$ cat src/wdol_pkg.sv
// package for the watchdog and its write-once option latches
// assumes one oscillator clock domain and a byte-wide internal cpu bus
package wdol_pkg;
   // ==================================================
   // bus addresses
   localparam logic [15:0] WDOL_ADDR_OPT_TWO = 16'h001E;
   localparam logic [15:0] WDOL_ADDR_OPT_ONE = 16'h001F;
   localparam logic [15:0] WDOL_ADDR_SERVICE = 16'hFFFF;
   localparam logic [15:0] WDOL_ADDR_VEC_HI = 16'hFFFE;
   // ==================================================
   // option register two fields
   localparam int WDOL_O2_TIMEBASE_SEL = 3;
   localparam int WDOL_O2_OSC_IN_STOP = 1;
   localparam int WDOL_O2_BAUD_SRC = 0;
   // option register one fields
   localparam int WDOL_O1_RATE_SEL = 7;
   localparam int WDOL_O1_DET_STOP_EN = 6;
   localparam int WDOL_O1_DET_RST_DIS = 5;
   localparam int WDOL_O1_DET_PWR_DIS = 4;
   localparam int WDOL_O1_DET_VMODE = 3;
   localparam int WDOL_O1_SHORT_REC = 2;
   localparam int WDOL_O1_STOP_EN = 1;
   localparam int WDOL_O1_WDOG_DIS = 0;
   // ==================================================
   // reset values
   localparam logic [7:0] WDOL_OPT_TWO_RST = 8'h00;
   localparam logic [7:0] WDOL_OPT_ONE_RST = 8'h00;
   // ==================================================
   // timing; widths in bits, the rest in oscillator clock cycles
   localparam int WDOL_PRE_BITS = 12;
   localparam int WDOL_CNT_BITS = 6;
   localparam int WDOL_PERIOD_FAST = 8176;
   localparam int WDOL_PERIOD_SLOW = 262128;
   localparam int WDOL_RST_PULSE = 32;
   localparam int WDOL_REC_SHORT = 32;
   localparam int WDOL_REC_LONG = 4096;
   localparam int WDOL_POR_CLEAR = 4096;
   localparam int WDOL_TB_DIV = 128;
   // ==================================================
   typedef struct packed {
      logic timebase_prescale_select;
      logic oscillator_in_stop_enable;
      logic serial_baud_clock_source;
      logic detector_stop_enable;
      logic detector_reset_disable;
      logic detector_power_disable;
      logic detector_voltage_mode;
      logic stop_instruction_enable;
   } wdol_opts_s;
   typedef enum logic [1:0] {
      WDOL_RUN = 2'b00,
      WDOL_STOP = 2'b01,
      WDOL_RECOVER = 2'b11
   } wdol_mode_e;
endpackage

$ cat src/wdol_top.sv
// watchdog with write-once option latches, oscillator clock domain
// assumes bus strobes are single-cycle, synchronous to clock
//
// Contract
// RQ1: each option register takes only its first write after any reset
// RQ2: option registers at 001E and 001F always readable
// RQ3: voltage-mode bit cleared and re-armed only by power-on reset
// RQ4: timebase select 1 inserts a divide-by-128 prescaler, 0 bypasses it
// RQ5: oscillator-in-stop 1 keeps oscillator running in stop mode
// RQ6: baud source 1 selects bus clock, 0 selects oscillator clock
// RQ7: rate bit selects 8176 or 262128 cycle overflow period
// RQ8: detector stop enable keeps detector alive in stop unless powered down
// RQ9: reset-disable blocks detector reset; power-disable powers detector down
// RQ10: voltage-mode 1 selects 5-V trip mode, 0 the 3-V mode
// RQ11: stop recovery lasts 32 cycles if short bit set, else 4096
// RQ12: stop exit by detector reset always uses long recovery
// RQ13: stop enable 0 makes the stop instruction an illegal opcode
// RQ14: watchdog disable bit 1 stops the watchdog producing resets
// RQ15: 6-bit counter fed by 12-bit prescaler; overflow resets chip
// RQ16: any write to FFFF clears counter and prescaler stages 12 to 5
// RQ17: read of FFFF returns reset vector low byte, no watchdog effect
// RQ18: overflow drives reset pin low 32 cycles and sets status flag
// RQ19: stop instruction clears the prescaler
// RQ20: power-on logic clears prescaler 4096 cycles after power-up
// RQ21: internal reset clears prescaler and counter; vector fetch clears prescaler
// RQ22: disabled in monitor or break mode while test level present
// RQ23: watchdog never raises an interrupt request
// RQ24: watchdog keeps counting in wait mode
// RQ25: each option register has its own write lock
module wdol_top
   import wdol_pkg::*;
(
   // clock and resets
   input wire logic clock,
   input wire logic rst,
   input wire logic por,
   // cpu bus
   input wire logic [15:0] bus_addr,
   input wire logic bus_wr,
   input wire logic bus_rd,
   input wire logic [7:0] bus_wdata,
   input wire logic [7:0] vector_low,
   output logic [7:0] bus_rdata,
   // cpu and system status
   input wire logic stop_exec,
   input wire logic stop_wake,
   input wire logic detector_reset,
   input wire logic monitor_mode,
   input wire logic break_state,
   input wire logic test_level_on_reset,
   input wire logic test_level_on_irq,
   // option outputs
   output wdol_opts_s opts,
   output logic stop_illegal,
   output logic oscillator_run,
   output logic detector_enable,
   output logic timebase_tick,
   output logic recovery_done,
   // watchdog reset
   output logic reset_pin_low,
   output logic watchdog_flag
);
   // ==================================================
   // option latches
   localparam int REC_W = $clog2(WDOL_REC_LONG + 1);
   localparam logic [REC_W-1:0] REC_SHORT_N = REC_W'(WDOL_REC_SHORT - 1);
   localparam logic [REC_W-1:0] REC_LONG_N = REC_W'(WDOL_REC_LONG - 1);
   localparam logic [12:0] POR_N = 13'(WDOL_POR_CLEAR - 1);
   localparam logic [5:0] PULSE_N = 6'(WDOL_RST_PULSE - 1);
   localparam logic [6:0] TB_N = 7'(WDOL_TB_DIV - 1);

   logic [7:0] opt_two_q;
   logic [7:0] opt_one_q;
   logic lock_two_q;
   logic lock_one_q;
   logic vmode_q;
   logic vmode_lock_q;
   logic wr_two;
   logic wr_one;
   logic wr_svc;
   logic [7:0] opt_one_view;

   assign wr_two = bus_wr && bus_addr == WDOL_ADDR_OPT_TWO;
   assign wr_one = bus_wr && bus_addr == WDOL_ADDR_OPT_ONE;
   assign wr_svc = bus_wr && bus_addr == WDOL_ADDR_SERVICE;

   // separate locks so writing one register leaves the other open
   always_ff @(posedge clock or posedge rst) begin
      if (rst) begin
         opt_two_q <= WDOL_OPT_TWO_RST;
         lock_two_q <= 1'b0;
      end else if (wr_two && !lock_two_q) begin // [RQ1] [RQ25]
         opt_two_q <= bus_wdata;
         lock_two_q <= 1'b1;
      end
   end

   always_ff @(posedge clock or posedge rst) begin
      if (rst) begin
         opt_one_q <= WDOL_OPT_ONE_RST; // [RQ8]
         lock_one_q <= 1'b0;
      end else if (wr_one && !lock_one_q) begin // [RQ1] [RQ25]
         opt_one_q <= bus_wdata;
         lock_one_q <= 1'b1;
      end
   end

   // voltage mode survives ordinary resets; only power-on clears and re-arms it
   always_ff @(posedge clock or posedge por) begin
      if (por) begin
         vmode_q <= 1'b0; // [RQ3]
         vmode_lock_q <= 1'b0;
      end else if (wr_one && !vmode_lock_q) begin // [RQ3]
         vmode_q <= bus_wdata[WDOL_O1_DET_VMODE];
         vmode_lock_q <= 1'b1;
      end
   end

   always_comb begin
      opt_one_view = opt_one_q;
      opt_one_view[WDOL_O1_DET_VMODE] = vmode_q;
   end

   // ==================================================
   // read port
   always_ff @(posedge clock or posedge rst) begin
      if (rst) begin
         bus_rdata <= 8'h00;
      end else if (bus_rd) begin
         unique case (bus_addr)
            WDOL_ADDR_OPT_TWO: bus_rdata <= opt_two_q; // [RQ2]
            WDOL_ADDR_OPT_ONE: bus_rdata <= opt_one_view; // [RQ2]
            WDOL_ADDR_SERVICE: bus_rdata <= vector_low; // [RQ17]
            default: bus_rdata <= 8'h00;
         endcase
      end
   end

   // ==================================================
   // stop mode sequencing
   wdol_mode_e mode_q;
   logic [REC_W-1:0] rec_q;
   logic long_rec_q;

   // last recovery count; a detector wake forces the long delay
   function automatic logic [REC_W-1:0] rec_limit(input logic long_rec, input logic short_bit);
      return (long_rec || !short_bit) ? REC_LONG_N : REC_SHORT_N;
   endfunction

   always_ff @(posedge clock or posedge rst) begin
      if (rst) begin
         mode_q <= WDOL_RUN;
         rec_q <= '0;
         long_rec_q <= 1'b0;
      end else begin
         unique case (mode_q)
            WDOL_RUN: begin
               if (stop_exec && opt_one_q[WDOL_O1_STOP_EN]) begin // [RQ13]
                  mode_q <= WDOL_STOP;
               end
            end
            WDOL_STOP: begin
               if (stop_wake || detector_reset) begin
                  mode_q <= WDOL_RECOVER;
                  long_rec_q <= detector_reset; // [RQ12]
                  rec_q <= '0;
               end
            end
            WDOL_RECOVER: begin
               rec_q <= rec_q + 1'b1;
               if (rec_q == rec_limit(long_rec_q, opt_one_q[WDOL_O1_SHORT_REC])) begin // [RQ11] [RQ12]
                  mode_q <= WDOL_RUN;
               end
            end
            default: mode_q <= WDOL_RUN;
         endcase
      end
   end

   always_ff @(posedge clock or posedge rst) begin
      if (rst) begin
         recovery_done <= 1'b0;
      end else begin
         recovery_done <= mode_q == WDOL_RECOVER &&
            rec_q == rec_limit(long_rec_q, opt_one_q[WDOL_O1_SHORT_REC]);
      end
   end

   // ==================================================
   // option-driven outputs
   logic [6:0] tb_q;

   always_ff @(posedge clock or posedge rst) begin
      if (rst) begin
         tb_q <= '0;
         timebase_tick <= 1'b0;
      end else if (opt_two_q[WDOL_O2_TIMEBASE_SEL]) begin // [RQ4]
         tb_q <= (tb_q == TB_N) ? 7'h00 : tb_q + 1'b1;
         timebase_tick <= tb_q == TB_N;
      end else begin
         tb_q <= '0;
         timebase_tick <= 1'b1; // [RQ4]
      end
   end

   always_ff @(posedge clock or posedge rst) begin
      if (rst) begin
         opts <= '0;
         stop_illegal <= 1'b0;
         oscillator_run <= 1'b1;
         detector_enable <= 1'b0;
      end else begin
         opts.timebase_prescale_select <= opt_two_q[WDOL_O2_TIMEBASE_SEL];
         opts.oscillator_in_stop_enable <= opt_two_q[WDOL_O2_OSC_IN_STOP];
         opts.serial_baud_clock_source <= opt_two_q[WDOL_O2_BAUD_SRC]; // [RQ6]
         opts.detector_stop_enable <= opt_one_q[WDOL_O1_DET_STOP_EN];
         opts.detector_reset_disable <= opt_one_q[WDOL_O1_DET_RST_DIS]; // [RQ9]
         opts.detector_power_disable <= opt_one_q[WDOL_O1_DET_PWR_DIS]; // [RQ9]
         opts.detector_voltage_mode <= vmode_q; // [RQ10]
         opts.stop_instruction_enable <= opt_one_q[WDOL_O1_STOP_EN];
         stop_illegal <= stop_exec && !opt_one_q[WDOL_O1_STOP_EN]; // [RQ13]
         oscillator_run <= mode_q != WDOL_STOP ||
                           opt_two_q[WDOL_O2_OSC_IN_STOP]; // [RQ5]
         detector_enable <= !opt_one_q[WDOL_O1_DET_PWR_DIS] &&
            (mode_q != WDOL_STOP || opt_one_q[WDOL_O1_DET_STOP_EN]); // [RQ8] [RQ9]
      end
   end

   // ==================================================
   // watchdog counter; runs in wait mode, stop mode or wd_off halts its clock
   logic [WDOL_PRE_BITS-1:0] pre_q;
   logic [WDOL_CNT_BITS-1:0] cnt_q;
   logic [12:0] por_q;
   logic por_clear;
   logic vec_fetch;
   logic wd_off;
   logic tap;
   logic overflow;

   always_ff @(posedge clock or posedge por) begin
      if (por) begin
         por_q <= '0;
      end else if (por_q != 13'h1FFF && por_q <= POR_N) begin
         por_q <= por_q + 1'b1;
      end
   end
   assign por_clear = por_q == POR_N; // [RQ20]

   assign vec_fetch = bus_rd && (bus_addr == WDOL_ADDR_VEC_HI); // [RQ21]
   assign wd_off = opt_one_q[WDOL_O1_WDOG_DIS] || // [RQ14]
      (monitor_mode && (test_level_on_reset || test_level_on_irq)) ||
      (break_state && test_level_on_reset); // [RQ22]
   // counter steps every 128 or 4096 cycles; a service keeps the low four stages,
   // so 64 steps less up to 16 cycles give 8176 or 262128
   assign tap = opt_one_q[WDOL_O1_RATE_SEL] ? // [RQ7]
      (pre_q[6:0] == 7'h7F) :
      (pre_q == 12'hFFF);
   assign overflow = tap && cnt_q == 6'h3F && !wd_off &&
      mode_q != WDOL_STOP; // [RQ15] [RQ24]

   always_ff @(posedge clock or posedge rst) begin
      if (rst) begin
         pre_q <= '0; // [RQ21]
         cnt_q <= '0;
      end else if (stop_exec || vec_fetch || por_clear) begin // [RQ19] [RQ20] [RQ21]
         pre_q <= '0;
         if (wr_svc) begin
            cnt_q <= '0;
         end
      end else if (wr_svc) begin // [RQ16]
         cnt_q <= '0;
         pre_q <= {8'h00, pre_q[3:0]};
      end else if (mode_q != WDOL_STOP && !wd_off) begin // [RQ24]
         pre_q <= pre_q + 1'b1; // [RQ15]
         if (tap) begin
            cnt_q <= cnt_q + 1'b1;
         end
      end
   end

   // ==================================================
   // reset pulse; no interrupt output exists by design [RQ23]
   logic [5:0] pulse_q;
   logic pulsing_q;

   always_ff @(posedge clock or posedge rst) begin
      if (rst) begin
         pulse_q <= '0;
         pulsing_q <= 1'b0;
         reset_pin_low <= 1'b0;
      end else if (overflow) begin
         pulsing_q <= 1'b1;
         pulse_q <= '0;
         reset_pin_low <= 1'b1; // [RQ18]
      end else if (pulsing_q) begin
         pulse_q <= pulse_q + 1'b1;
         if (pulse_q == PULSE_N) begin // [RQ18]
            pulsing_q <= 1'b0;
            reset_pin_low <= 1'b0;
         end
      end
   end

   // flag survives the chip reset it causes; cleared by power-on only
   always_ff @(posedge clock or posedge por) begin
      if (por) begin
         watchdog_flag <= 1'b0;
      end else if (overflow) begin
         watchdog_flag <= 1'b1; // [RQ18]
      end
   end
endmodule

$ cat config.mk
export PLATFORM = sky130hd
export DESIGN_NAME = wdol_top
export DESIGN_NICKNAME = d
export VERILOG_FILES = /design/src/wdol_pkg.sv /design/src/wdol_top.sv
export SDC_FILE = /design/constraint.sdc
export NUM_CORES = 1
export LEC_CHECK = 0
export BUFFER_PORTS_ARGS = -buffer_cell sky130_fd_sc_hd__buf_2
export CAP_MARGIN = 30
export CORE_MARGIN = 2
export CORE_UTILIZATION = 61
export CTS_CLUSTER_SIZE = 30
export DETAILED_ROUTE_END_ITERATION = 10
export PLACE_DENSITY = 0.84
export SYNTH_ARGS = -nofsm -noshare
export SYNTH_HDL_FRONTEND = slang
export SYNTH_SLANG_ARGS = --single-unit
$ cat constraint.sdc
create_clock -name clock -period 9.6 [get_ports clock]
set_clock_uncertainty 0.1 [all_clocks]
set_input_delay 2.4 -clock clock [delete_from_list [all_inputs] [get_ports clock]]
set_output_delay 2.4 -clock clock [all_outputs]
set_load 0.01 [all_outputs]
==> results of run 1 <==
## worst max-delay path: stages
cell	delay, ns
buf_2	0.10
nor4_1	0.31
nand4b_1	0.25
nor2_1	0.62
nand3b_1	0.39
mux2_2	0.38
## per-stage QoR
stage                     total power [W]  std cells  instance area, µm²
after global placement           0.000534        565                5040
after global routing             0.000857        582                5290
after floorplan                  0.000513        412                4650
final                            0.000822        582                5290
after detailed placement         0.000539        566                5070
after CTS                        0.000828        582                5290
## state kept, by name, summed over array words and instances, names as in the netlist, 2 cells and up
signal / cells
por_q: 13
rec_q: 13
pre_q: 12
bus_rdata: 8
opt_two_q: 8
opts: 8
opt_one_q: 7
tb_q: 7
cnt_q: 6
pulse_q: 6
mode_q: 2
## where the power goes
part / total (W) / switching [W] / internal, W
Clock: 0.000292 / 0.000163 / 0.000129
Sequential: 0.000466 / 0.0000173 / 0.000449
Combinational: 0.0000645 / 0.0000353 / 0.0000292
## placed cells by master, fill, tap and decap left out, types with 3 or more instances in the layout
master    synthesis  final
a21o_1            6      6
a21oi_1           9      9
a222oi_1          8      8
and2_1            6      6
and3_1            8      8
and4_1            5      5
buf_2             0     66
clkbuf_8          0      9
dfrtp_1         102    102
ha_1              6      6
inv_1            15     14
mux2_2           17     17
nand2_1          17     17
nand3_1          27     27
nand4_1          12     12
nor2_1           40     40
nor2b_1           3      3
nor3_1            6      6
nor4_1            6      6
o21ai_0           8      8
o22ai_1           8      8
o31ai_1           6      6
or3_1             4      4
or4_1             4      4
xnor2_1          19     19
xor2_1           20     20
## how the worst max path moves through the flow
stage	startpoint	to	slack, ns	cells past startpoint
3_3_place_gp	test_level_on_irq	watchdog_flag	5.10	6
6_report	bus_addr[13]	opt_one_q[5]	5.30	6
2_1_floorplan	rst	bus_rdata[0]	4.85	1
4_1_cts	bus_addr[13]	opt_one_q[5]	5.30	6
3_5_place_dp	bus_addr[13]	opt_one_q[5]	4.94	6
5_1_grt	bus_addr[13]	opt_one_q[5]	5.14	6
## final cells by class
class | count | area share [%]
Inverter | 15 | 1.09
Clock inverter | 7 | 1.87
Multi-Input combinational cell | 280 | 36.6
Sequential cell | 103 | 48.7
Clock buffer | 9 | 2.34
Tap cell | 99 | 2.34
Timing Repair Buffer | 69 | 7.05
## metal layers
layer	share of wire, %	vias to the layer above
met4	1.2	0
met5	0	-
met3	5.9	14
li1	-	1615
met2	47	107
met1	45	1665
## synth_stat cells, drive strengths merged (2+ instances only)
cell type and count:
o21ai 8, mux2 17, or4 4, dfrtp 102
and4 5, a222oi 8, nand3b 2, nand3 28
nor3 6, mux2i 2, nor2b 4, nand4 12
xor2 20, a21oi 9, clkbuf 9, nand2b 2
or2 2, a31oi 2, and2 7, nand2 17
nor2 40, a221o 2, nor4 7, o22ai 8
or3 6, a21o 6, buf 5, a31o 2
inv 15, xnor2 19, ha 6, o31ai 6
or2b 2, and3 8
## cells by family after synthesis
family | Yosys count
adders and majority gates | 6
muxes | 19
buffers and inverters | 29
and+or+nand+nor | 155
AOI/OAI and AO/OA | 61
DFF | 103
xor gates and xnor gates | 39
==> impl_metrics.csv, run 1 <==
group,metric,value,unit
run_status,status,"finished clean",
clock_network,cts_setup_buffers,0,
synth,yosys.area.top_type,"dfrtp_1",
synth,synth_cell_types,57,
placed_design,dp_hpwl,6600,µm
synth,synth_top_family_by_area,"simple AND/OR/NAND/NOR gates",
layout,multi_input_area,1930,µm²
timing,relSlewSlack,38.5,%
layout,regArea,2580,µm²
timing,hold_viol,0,
global_route,gr-usage-met1,32.8,%
global_route,grt_busiest_layer,"met2",
timing,worstMarginPinSlew,0.920,ns
synth,syn_area_per_cell,11.3,µm²
clock_network,cts.sinks,103,
critical_path,crit_path_start_kind,"input port",
timing,post-route-period-util,44.8,%
routing,drc_errors,0,
critical_path,regToRegSetupSlack,7.04,ns
layout,area_delta_synth_final,13.9,%
hold_path,worstHoldPathType,"flip-flop to flip-flop",
routing,vias,3401,
timing,drv_slew,0,
critical_path,required,9.76,ns
timing,setup_tns,0,ns
critical_path,critPathArrivalTime,4.45,ns
synth,synth_edf_count,0,
hold_path,hp-start,"opt_two_q[0]",
floorplan,dieArea,8330,µm²
clock_network,htree_levels,3,
synth,syn_area,4650,µm²
global_route,gr-total-overflow,0,
clock_network,root_buffer,"clkbuf_8",
critical_path,critical_path_class,"input port to flip-flop",
placed_design,dp_slack,4.94,ns
synth,yosys.area_share.simple,18.4,%
layout,antenna_cells,0,
synth,synthAdderAreaFrac,1.62,%
synth,synth-main-ff-cell,"dfrtp_1",
clock_network,cts_hold_buf,0,
layout,layout.nets,528,
floorplan,die_w,91.3,µm
layout,fillers,510,
clock_network,cts_tree,"done",
pwr,p_leak,2.51,nW
global_route,grt_util_all_layers,24.0,%
critical_path,r2r_start,"mode_q[0]",
timing,grt_setup_unrepaired,"false",
layout,utilization,72.2,%
synth,synth-compound-area-share,9.67,%
critical_path,endpoint_kind,"flip-flop",
routing,routed_via_density,5.84,
timing,post-route-min-period,4.30,ns
global_route,antenna_found_initial,0,
synth,synth_area_leaders,"dfrtp_1, mux2_2, xor2_1, xnor2_1, nor2_1",
synth,ys_seq_area_share,55.5,%
timing,fmaxAchievable,0.233,GHz
synth,synth_seq_cells,103,
placed_design,io_buffers,66,
synth,synth_xor_area_share,7.35,%
global_route,grtUsageMet3,5.23,%
synth,synthArstFlopShare,100,%
global_route,grt_pass1_vias,3455,
clock_network,clock_latency,0.37,ns
routing,antenna_left,0,
routing,drt-initial-drc-count,216,
floorplan,num_rows,31,
pwr,ir_worst_vdd,0.0890,mV
critical_path,r2r_cells,5,
floorplan,ios,67,
clock_network,cts_made_buffers,9,
synth,muxShareOfSynthArea,4.55,%
flow_run,drv_cap,0,
synth,synthCells,412,
layout,drive_gt1_share,24.4,%
floorplan,coreArea,7330,µm²
synth,synth_nets,462,
routing,drt_wl_total,9250,µm
clock_network,clk_pin_slew,0.11,ns
floorplan,die_h,91.3,µm
placed_design,place_congestion,0.833,
pwr,power_density,155,nW/µm²
routing,first_pass_iters,4,
clock_network,cts.repair.resized,0,
clock_network,cts.path.max_buffers,2,
hold_path,holdPathStages,0,
timing,fin_hold_ws,0.334,ns
critical_path,cp_max_fo,11,
floorplan,start_util,63.4,%
global_route,grt_pass1_wl,16100,µm
routing,wire_per_inst,15.9,µm
critical_path,reg2reg_to,"pulse_q[4]",
global_route,met2_usage,38.7,%
timing,setup_viol,0,
synth,yosysWarnings,0,
hold_path,min_to,"opts[5]",
synth,synth_top_cell_area_share,54.9,%
global_route,grt_max_degree,76,
timing,worst_slack,5.30,ns
(Power assumes the default switching activity.)
==> run 2, diff against run 1 <==
--- a/config.mk
+++ b/config.mk
@@ -5,13 +5,14 @@
 export SDC_FILE = /design/constraint.sdc
 export NUM_CORES = 1
 export LEC_CHECK = 0
+export ABC_AREA = 1
 export BUFFER_PORTS_ARGS = -buffer_cell sky130_fd_sc_hd__buf_2
 export CAP_MARGIN = 30
 export CORE_MARGIN = 2
-export CORE_UTILIZATION = 61
+export CORE_UTILIZATION = 58
 export CTS_CLUSTER_SIZE = 30
 export DETAILED_ROUTE_END_ITERATION = 10
-export PLACE_DENSITY = 0.84
+export PLACE_DENSITY = 0.8
 export SYNTH_ARGS = -nofsm -noshare
 export SYNTH_HDL_FRONTEND = slang
 export SYNTH_SLANG_ARGS = --single-unit
==> constraint.sdc (replaced) <==
create_clock -name clock -period 4.1 [get_ports clock]
set_clock_uncertainty 0.1 [all_clocks]
set_input_delay 1.025 -clock clock [delete_from_list [all_inputs] [get_ports clock]]
set_output_delay 1.025 -clock clock [all_outputs]
set_load 0.01 [all_outputs]
==> run 2 against run 1 <==
Against the previous run: final area rose by 9.4%; critical path type unchanged; via count increased by 27%; first-iteration DRC count down 0.46%; highest routed layer unchanged; synthesized area increased by 10%; hold slack got worse by 0.022 ns; non-clock buffer count decreased by 2; critical path depth increased by 3; core utilization fell by 5.1 points; die area increased by 15%.
==> impl_metrics.csv, run 2 <==
group,metric,value,unit
run_status,status,"finished clean",
timing,setup_viol,0,
layout,layout.nets,757,
clock_network,cts.repair.resized,0,
floorplan,start_util,59.3,%
synth,synth_area_leaders,"dfrtp_1, nand2_1, inv_1, nor2_1, nand3_1",
timing,post-route-min-period,2.40,ns
routing,drt_wl_total,11000,µm
synth,synth-main-ff-cell,"dfrtp_1",
placed_design,dp_hpwl,8110,µm
critical_path,cp_max_fo,11,
critical_path,required,4.26,ns
layout,stdcell_count,820,
routing,wire_per_inst,13.4,µm
synth,synthArstFlopShare,100,%
routing,vias,4317,
timing,grt_setup_unrepaired,"false",
hold_path,worstHoldPathType,"flip-flop to flip-flop",
global_route,grt_pass1_vias,4349,
critical_path,crit_path_start_kind,"input port",
global_route,grt_pass1_wl,19300,µm
synth,synth_edf_count,0,
layout,area_delta_synth_final,13.0,%
synth,synth_top_cell_area_share,49.8,%
critical_path,critPathArrivalTime,2.56,ns
synth,synthCells,636,
layout,final_common_cell,"nand2_1",
routing,routed_via_density,5.26,
clock_network,cts_made_buffers,9,
placed_design,dpl.cell_count,804,
timing,fmaxAchievable,0.416,GHz
pwr,p_clk_share,38.9,%
timing,setup_tns,0,ns
clock_network,root_buffer,"clkbuf_8",
layout,final_area,5790,µm²
pwr,internal_power,0.00140,W
timing,post-route-period-util,58.7,%
routing,first_pass_iters,5,
floorplan,num_rows,34,
routing,antenna_left,0,
clock_network,cts.sinks,103,
timing,hold_viol,0,
clock_network,cts.path.max_buffers,2,
clock_network,clock_latency,0.36,ns
synth,synthTopCellsByCount,"nand2_1, dfrtp_1, inv_1",
floorplan,ios,67,
critical_path,endpoint,"pulse_q[1]",
synth,yosysMostFrequentCell,"nand2_1",
clock_network,clk_pin_slew,0.10,ns
synth,syn_area_per_cell,8.05,µm²
synth,syn_area,5120,µm²
synth,synth_seq_cells,103,
routing,drc_errors,0,
clock_network,cts_tree,"done",
pwr,p_seq_share,56.8,%
synth,synth_cell_types,40,
global_route,gr-total-overflow,0,
global_route,grt_max_degree,88,
critical_path,endpoint_kind,"flip-flop",
placed_design,io_buffers,66,
flow_run,drv_cap,0,
timing,relSlewSlack,56.1,%
synth,yosys.area.top_type,"dfrtp_1",
clock_network,htree_levels,3,
floorplan,coreArea,8640,µm²
layout,utilization,67.0,%
placed_design,placedInstanceArea,5570,µm²
pwr,p_leak,3.05,nW
pwr,power_density,310,nW/µm²
critical_path,regToRegSetupSlack,1.88,ns
pwr,combPwrFrac,4.3,%
critical_path,r2r_start,"por_q[0]",
layout,drive_gt1_share,15.7,%
pwr,p_sw_share,21.9,%
global_route,antenna_found_initial,0,
layout,layout_common_cells,"nand2_1, dfrtp_1, inv_1",
synth,ys_seq_area_share,50.3,%
timing,worstMarginPinSlew,0.658,ns
floorplan,die_w,98.0,µm
layout,antenna_cells,0,
layout,top_regs,"por_q (13), rec_q (13), pre_q (12)",
synth,synth_nets,686,
critical_path,crit_start,"test_level_on_irq",
floorplan,dieArea,9600,µm²
routing,drt-initial-drc-count,215,
critical_path,critical_path_class,"input port to flip-flop",
timing,drv_slew,0,
pwr,switching_power,0.000394,W
floorplan,die_h,98.0,µm
clock_network,cts_setup_buffers,0,
global_route,grt_util_all_layers,24.6,%
critical_path,reg2reg_to,"por_q[0]",
pwr,ir_worst_vdd,0.211,mV
critical_path,r2r_cells,7,
placed_design,place_congestion,0.925,
clock_network,cts_hold_buf,0,
synth,yosysWarnings,0,
run 2: cell types whose count changed after synthesis, sizes merged, moves of 12 or more:
| cell | previous run | this run |
|---|---|---|
| o21ai | 8 | 34 |
| inv | 15 | 81 |
| nand3 | 28 | 50 |
| xnor2 | 19 | 7 |
| nand2 | 17 | 197 |
| mux2 | 17 | 0 |
| nor2 | 40 | 73 |
run 2: cell families (layout without fill, tap and decap cells):
logic type               count (synthesis)  after routing  synth area share [%]
flip-flops                             103            103                  50.3
buffers and inverters                   88            164                  6.74
XOR/XNOR                                24             24                  4.10
AND/OR/NAND/NOR                        358            358                  30.6
adder cells (fa/ha/maj)                  6              6                  1.47
AO/OA/AOI/OAI                           57             57                  6.72
run 2: routing by layer:
metal  GRT usage [%]  up-vias  share of wire, %
met5               0        -                 0
met4            10.5        0               3.4
met3            3.08       30               4.2
met2            39.8      136                47
met1            33.7     1996                45
li1                -     2155                 -
run 2: layout make-up:
type | count | area (µm²)
fillers | 712 | 2850
flip-flops and latches | 103 | 2580
multi-input cells | 445 | 2200
repair buffers | 67 | 350
inverters | 81 | 305
clock buffers | 10 | 138
well taps | 108 | 135
clock inverters | 6 | 83.8
run 2: through the flow:
stage | power [W] | hold WS (ns) | setup WS [ns]
after floorplan | 0.00108 | 0.274 | 0.726
after global placement | 0.00112 | 0.287 | 1.35
after detailed placement | 0.00112 | 0.289 | 1.30
after CTS | 0.00181 | 0.313 | 1.70
after global routing | 0.00186 | 0.323 | 1.38
final | 0.00179 | 0.312 | 1.70
run 2: worst min-delay path by stage:
stage / startpoint / to / cells past startpoint
4_1_cts: opt_one_q[5] / opts[3] / 0
6_report: opt_one_q[5] / opts[3] / 0
5_1_grt: opt_one_q[5] / opts[3] / 0
3_3_place_gp: opt_one_q[5] / opts[3] / 0
3_5_place_dp: opt_one_q[5] / opts[3] / 0
2_1_floorplan: vmode_q / opts[1] / 0
run 2: critical path, stage by stage:
cell and delay, ns:
buf_2 0.09, o21ai_0 0.15, inv_1 0.05, nor2_1 0.46
nand3_1 0.23, nor2_1 0.28, inv_2 0.11, o211ai_1 0.10
inv_1 0.05
run 2: power by group through the flow:
stage	combinational, W	clock [W]	sequential [W]
global route	0.0000903	0.000753	0.00102
finish	0.0000775	0.000698	0.00102
CTS	0.0000789	0.000709	0.00102
floorplan	0.0000398	0	0.00104
detailed placement	0.0000785	0	0.00104
global placement	0.0000764	0	0.00104
==> run 3, diff against run 2 <==
--- a/config.mk
+++ b/config.mk
@@ -9,10 +9,10 @@
 export BUFFER_PORTS_ARGS = -buffer_cell sky130_fd_sc_hd__buf_2
 export CAP_MARGIN = 30
 export CORE_MARGIN = 2
-export CORE_UTILIZATION = 58
+export CORE_UTILIZATION = 52
 export CTS_CLUSTER_SIZE = 30
 export DETAILED_ROUTE_END_ITERATION = 10
-export PLACE_DENSITY = 0.8
+export PLACE_DENSITY = 0.76
 export SYNTH_ARGS = -nofsm -noshare
 export SYNTH_HDL_FRONTEND = slang
 export SYNTH_SLANG_ARGS = --single-unit
==> constraint.sdc (replaced) <==
create_clock -name clock -period 2 [get_ports clock]
set_clock_uncertainty 0.1 [all_clocks]
set_input_delay 0.5 -clock clock [delete_from_list [all_inputs] [get_ports clock]]
set_output_delay 0.5 -clock clock [all_outputs]
set_load 0.01 [all_outputs]
==> run 3 against run 2 <==
Against the previous run: routed wire length grew 3.1%; flip-flop and latch count unchanged; clock power increased by 99%; final area up 2.2%; highest routed layer unchanged; combinational power up 120%; hold slack got worse by 0.20 ns; power grew 100%; sequential power is 100% higher; critical path type is now flip-flop to flip-flop; sequential share of layout area decreased by 0.95 points; first-iteration DRC count decreased by 13%.
==> impl_metrics.csv, run 3 (same netlist as run 2, synthesis figures left out) <==
group,metric,value,unit
timing,post-route-min-period,1.86,ns
global_route,gr-usage-met1,29.1,%
timing,drv_slew,0,
layout,drive_gt1_share,17.3,%
floorplan,die_w,103,µm
global_route,grt_pass1_vias,4126,
global_route,grt_max_degree,88,
routing,vias,4347,
clock_network,root_buffer,"clkbuf_8",
critical_path,regToRegSetupSlack,0.14,ns
timing,fmaxAchievable,0.537,GHz
run_status,status,"finished clean",
critical_path,critical_path_class,"flip-flop to flip-flop",
clock_network,cts.path.max_buffers,2,
layout,multi_input_area,2220,µm²
global_route,met2_usage,36.4,%
routing,drt_wl_total,11300,µm
placed_design,place_congestion,0.905,
critical_path,cp_max_fo,9,
critical_path,crit_start,"por_q[0]",
critical_path,endpoint_kind,"flip-flop",
routing,antenna_left,0,
layout,antenna_cells,0,
floorplan,die_h,103,µm
floorplan,coreArea,9680,µm²
critical_path,critPathArrivalTime,2.01,ns
timing,setup_tns,0,ns
placed_design,io_buffers,66,
flow_run,drv_cap,0,
critical_path,reg2reg_to,"pre_q[0]",
global_route,antenna_found_initial,0,
clock_network,cts.sinks,103,
clock_network,clock_latency,0.36,ns
clock_network,clk_pin_slew,0.10,ns
clock_network,htree_levels,3,
critical_path,endpoint,"pre_q[0]",
layout,area_delta_synth_final,15.5,%
routing,drt-initial-drc-count,188,
critical_path,required,2.15,ns
global_route,gr-total-overflow,0,
global_route,grt_pass1_wl,18400,µm
layout,layout_common_cells,"nand2_1, dfrtp_1, inv_1",
floorplan,ios,67,
critical_path,crit_path_start_kind,"flip-flop",
timing,setup_viol,0,
layout,final_common_cell,"nand2_1",
global_route,grt_util_all_layers,22.4,%
global_route,grtUsageMet3,4.37,%
routing,routed_via_density,5.08,
hold_path,worstHoldPathType,"input port to asynchronous set/reset pin",
floorplan,num_rows,36,
timing,grt_setup_unrepaired,"false",
timing,worstMarginPinSlew,0.664,ns
placed_design,dp_hpwl,8340,µm
layout,layout.nets,768,
timing,relSlewSlack,55.7,%
clock_network,cts_tree,"done",
clock_network,cts_hold_buf,0,
pwr,p_leak,3.09,nW
pwr,totalPowerFinal,0.00365,W
critical_path,r2r_cells,10,
critical_path,r2r_start,"por_q[0]",
pwr,power_density,618,nW/µm²
floorplan,start_util,52.9,%
routing,drc_errors,0,
layout,regArea,2580,µm²
layout,utilization,61.1,%
routing,wire_per_inst,13.2,µm
clock_network,cts_made_buffers,9,
floorplan,dieArea,10700,µm²
layout,fillers,882,
timing,post-route-period-util,93.1,%
layout,top_regs,"por_q (13), rec_q (13), pre_q (12)",
timing,hold_viol,0,
pwr,ir_worst_vdd,0.320,mV
routing,first_pass_iters,4,
global_route,grt_busiest_layer,"met2",
run 3: final cells by class:
type	instances	share of cell area, %
multi-input cells	445	37.5
repair buffers	78	7.32
clock buffers	9	2.09
clock inverters	6	1.46
flip-flops and latches	103	43.6
inverters	81	5.20
well taps	133	2.81
run 3: stage by stage:
step | cell area (µm²) | instances | setup slack, ns | hold slack, ns
final | 5920 | 855 | 0.138 | 0.114
after global placement | 5670 | 838 | 0.116 | 0.308
after detailed placement | 5670 | 838 | 0.0232 | 0.308
after floorplan | 5130 | 636 | 0.254 | 0.274
after global routing | 5920 | 855 | 0.0104 | 0.150
after CTS | 5880 | 853 | 0.0376 | 0.133
run 3: worst min-delay path by stage:
| stage | cells past startpoint | slack, ns | from | endpoint |
|---|---|---|---|---|
| floorplan | 0 | 0.27 | vmode_q | opts[1] |
| global placement | 0 | 0.31 | opt_one_q[5] | opts[3] |
| detailed placement | 0 | 0.31 | opt_one_q[5] | opts[3] |
| CTS | 2 | 0.13 | por | por_q[9] |
| global route | 2 | 0.15 | por | por_q[9] |
| finish | 2 | 0.11 | por | por_q[9] |
run 3: worst max-delay path: stages, from the launching register on:
cell and delay, ns:
dfrtp_1 0.40, ha_2 0.22, nand3_2 0.15, nor3_4 0.18, nand2_1 0.13, nand3_4 0.16
inv_1 0.10, nand2_1 0.13, inv_1 0.07, nand2_1 0.05, o21ai_1 0.06
run 3: routing by layer:
layer  share of wire [%]  vias up  wire length [µm]
met5                   0        -                 0
met4                 3.2        0               360
met3                 3.6       25               403
met2                  48       99              5400
met1                  45     2037              5120
li1                    -     2186                 -
run 3: what timing repair did:
| action | 4_1_cts | 5_1_grt |
|---|---|---|
| setup endpoints to repair | 0 | 17 |
| buffers inserted | 0 | 2 |
| gates resized for setup | 0 | 5 |
run 3: power breakdown:
| part | leakage [nW] | switching (W) | internal, W |
|---|---|---|---|
| Sequential | 1.38 | 0.00000418 | 0.00209 |
| Clock | 0.105 | 0.000699 | 0.000696 |
| Combinational | 1.60 | 0.000113 | 0.0000566 |
| Total | 3.09 | 0.000815 | 0.00284 |
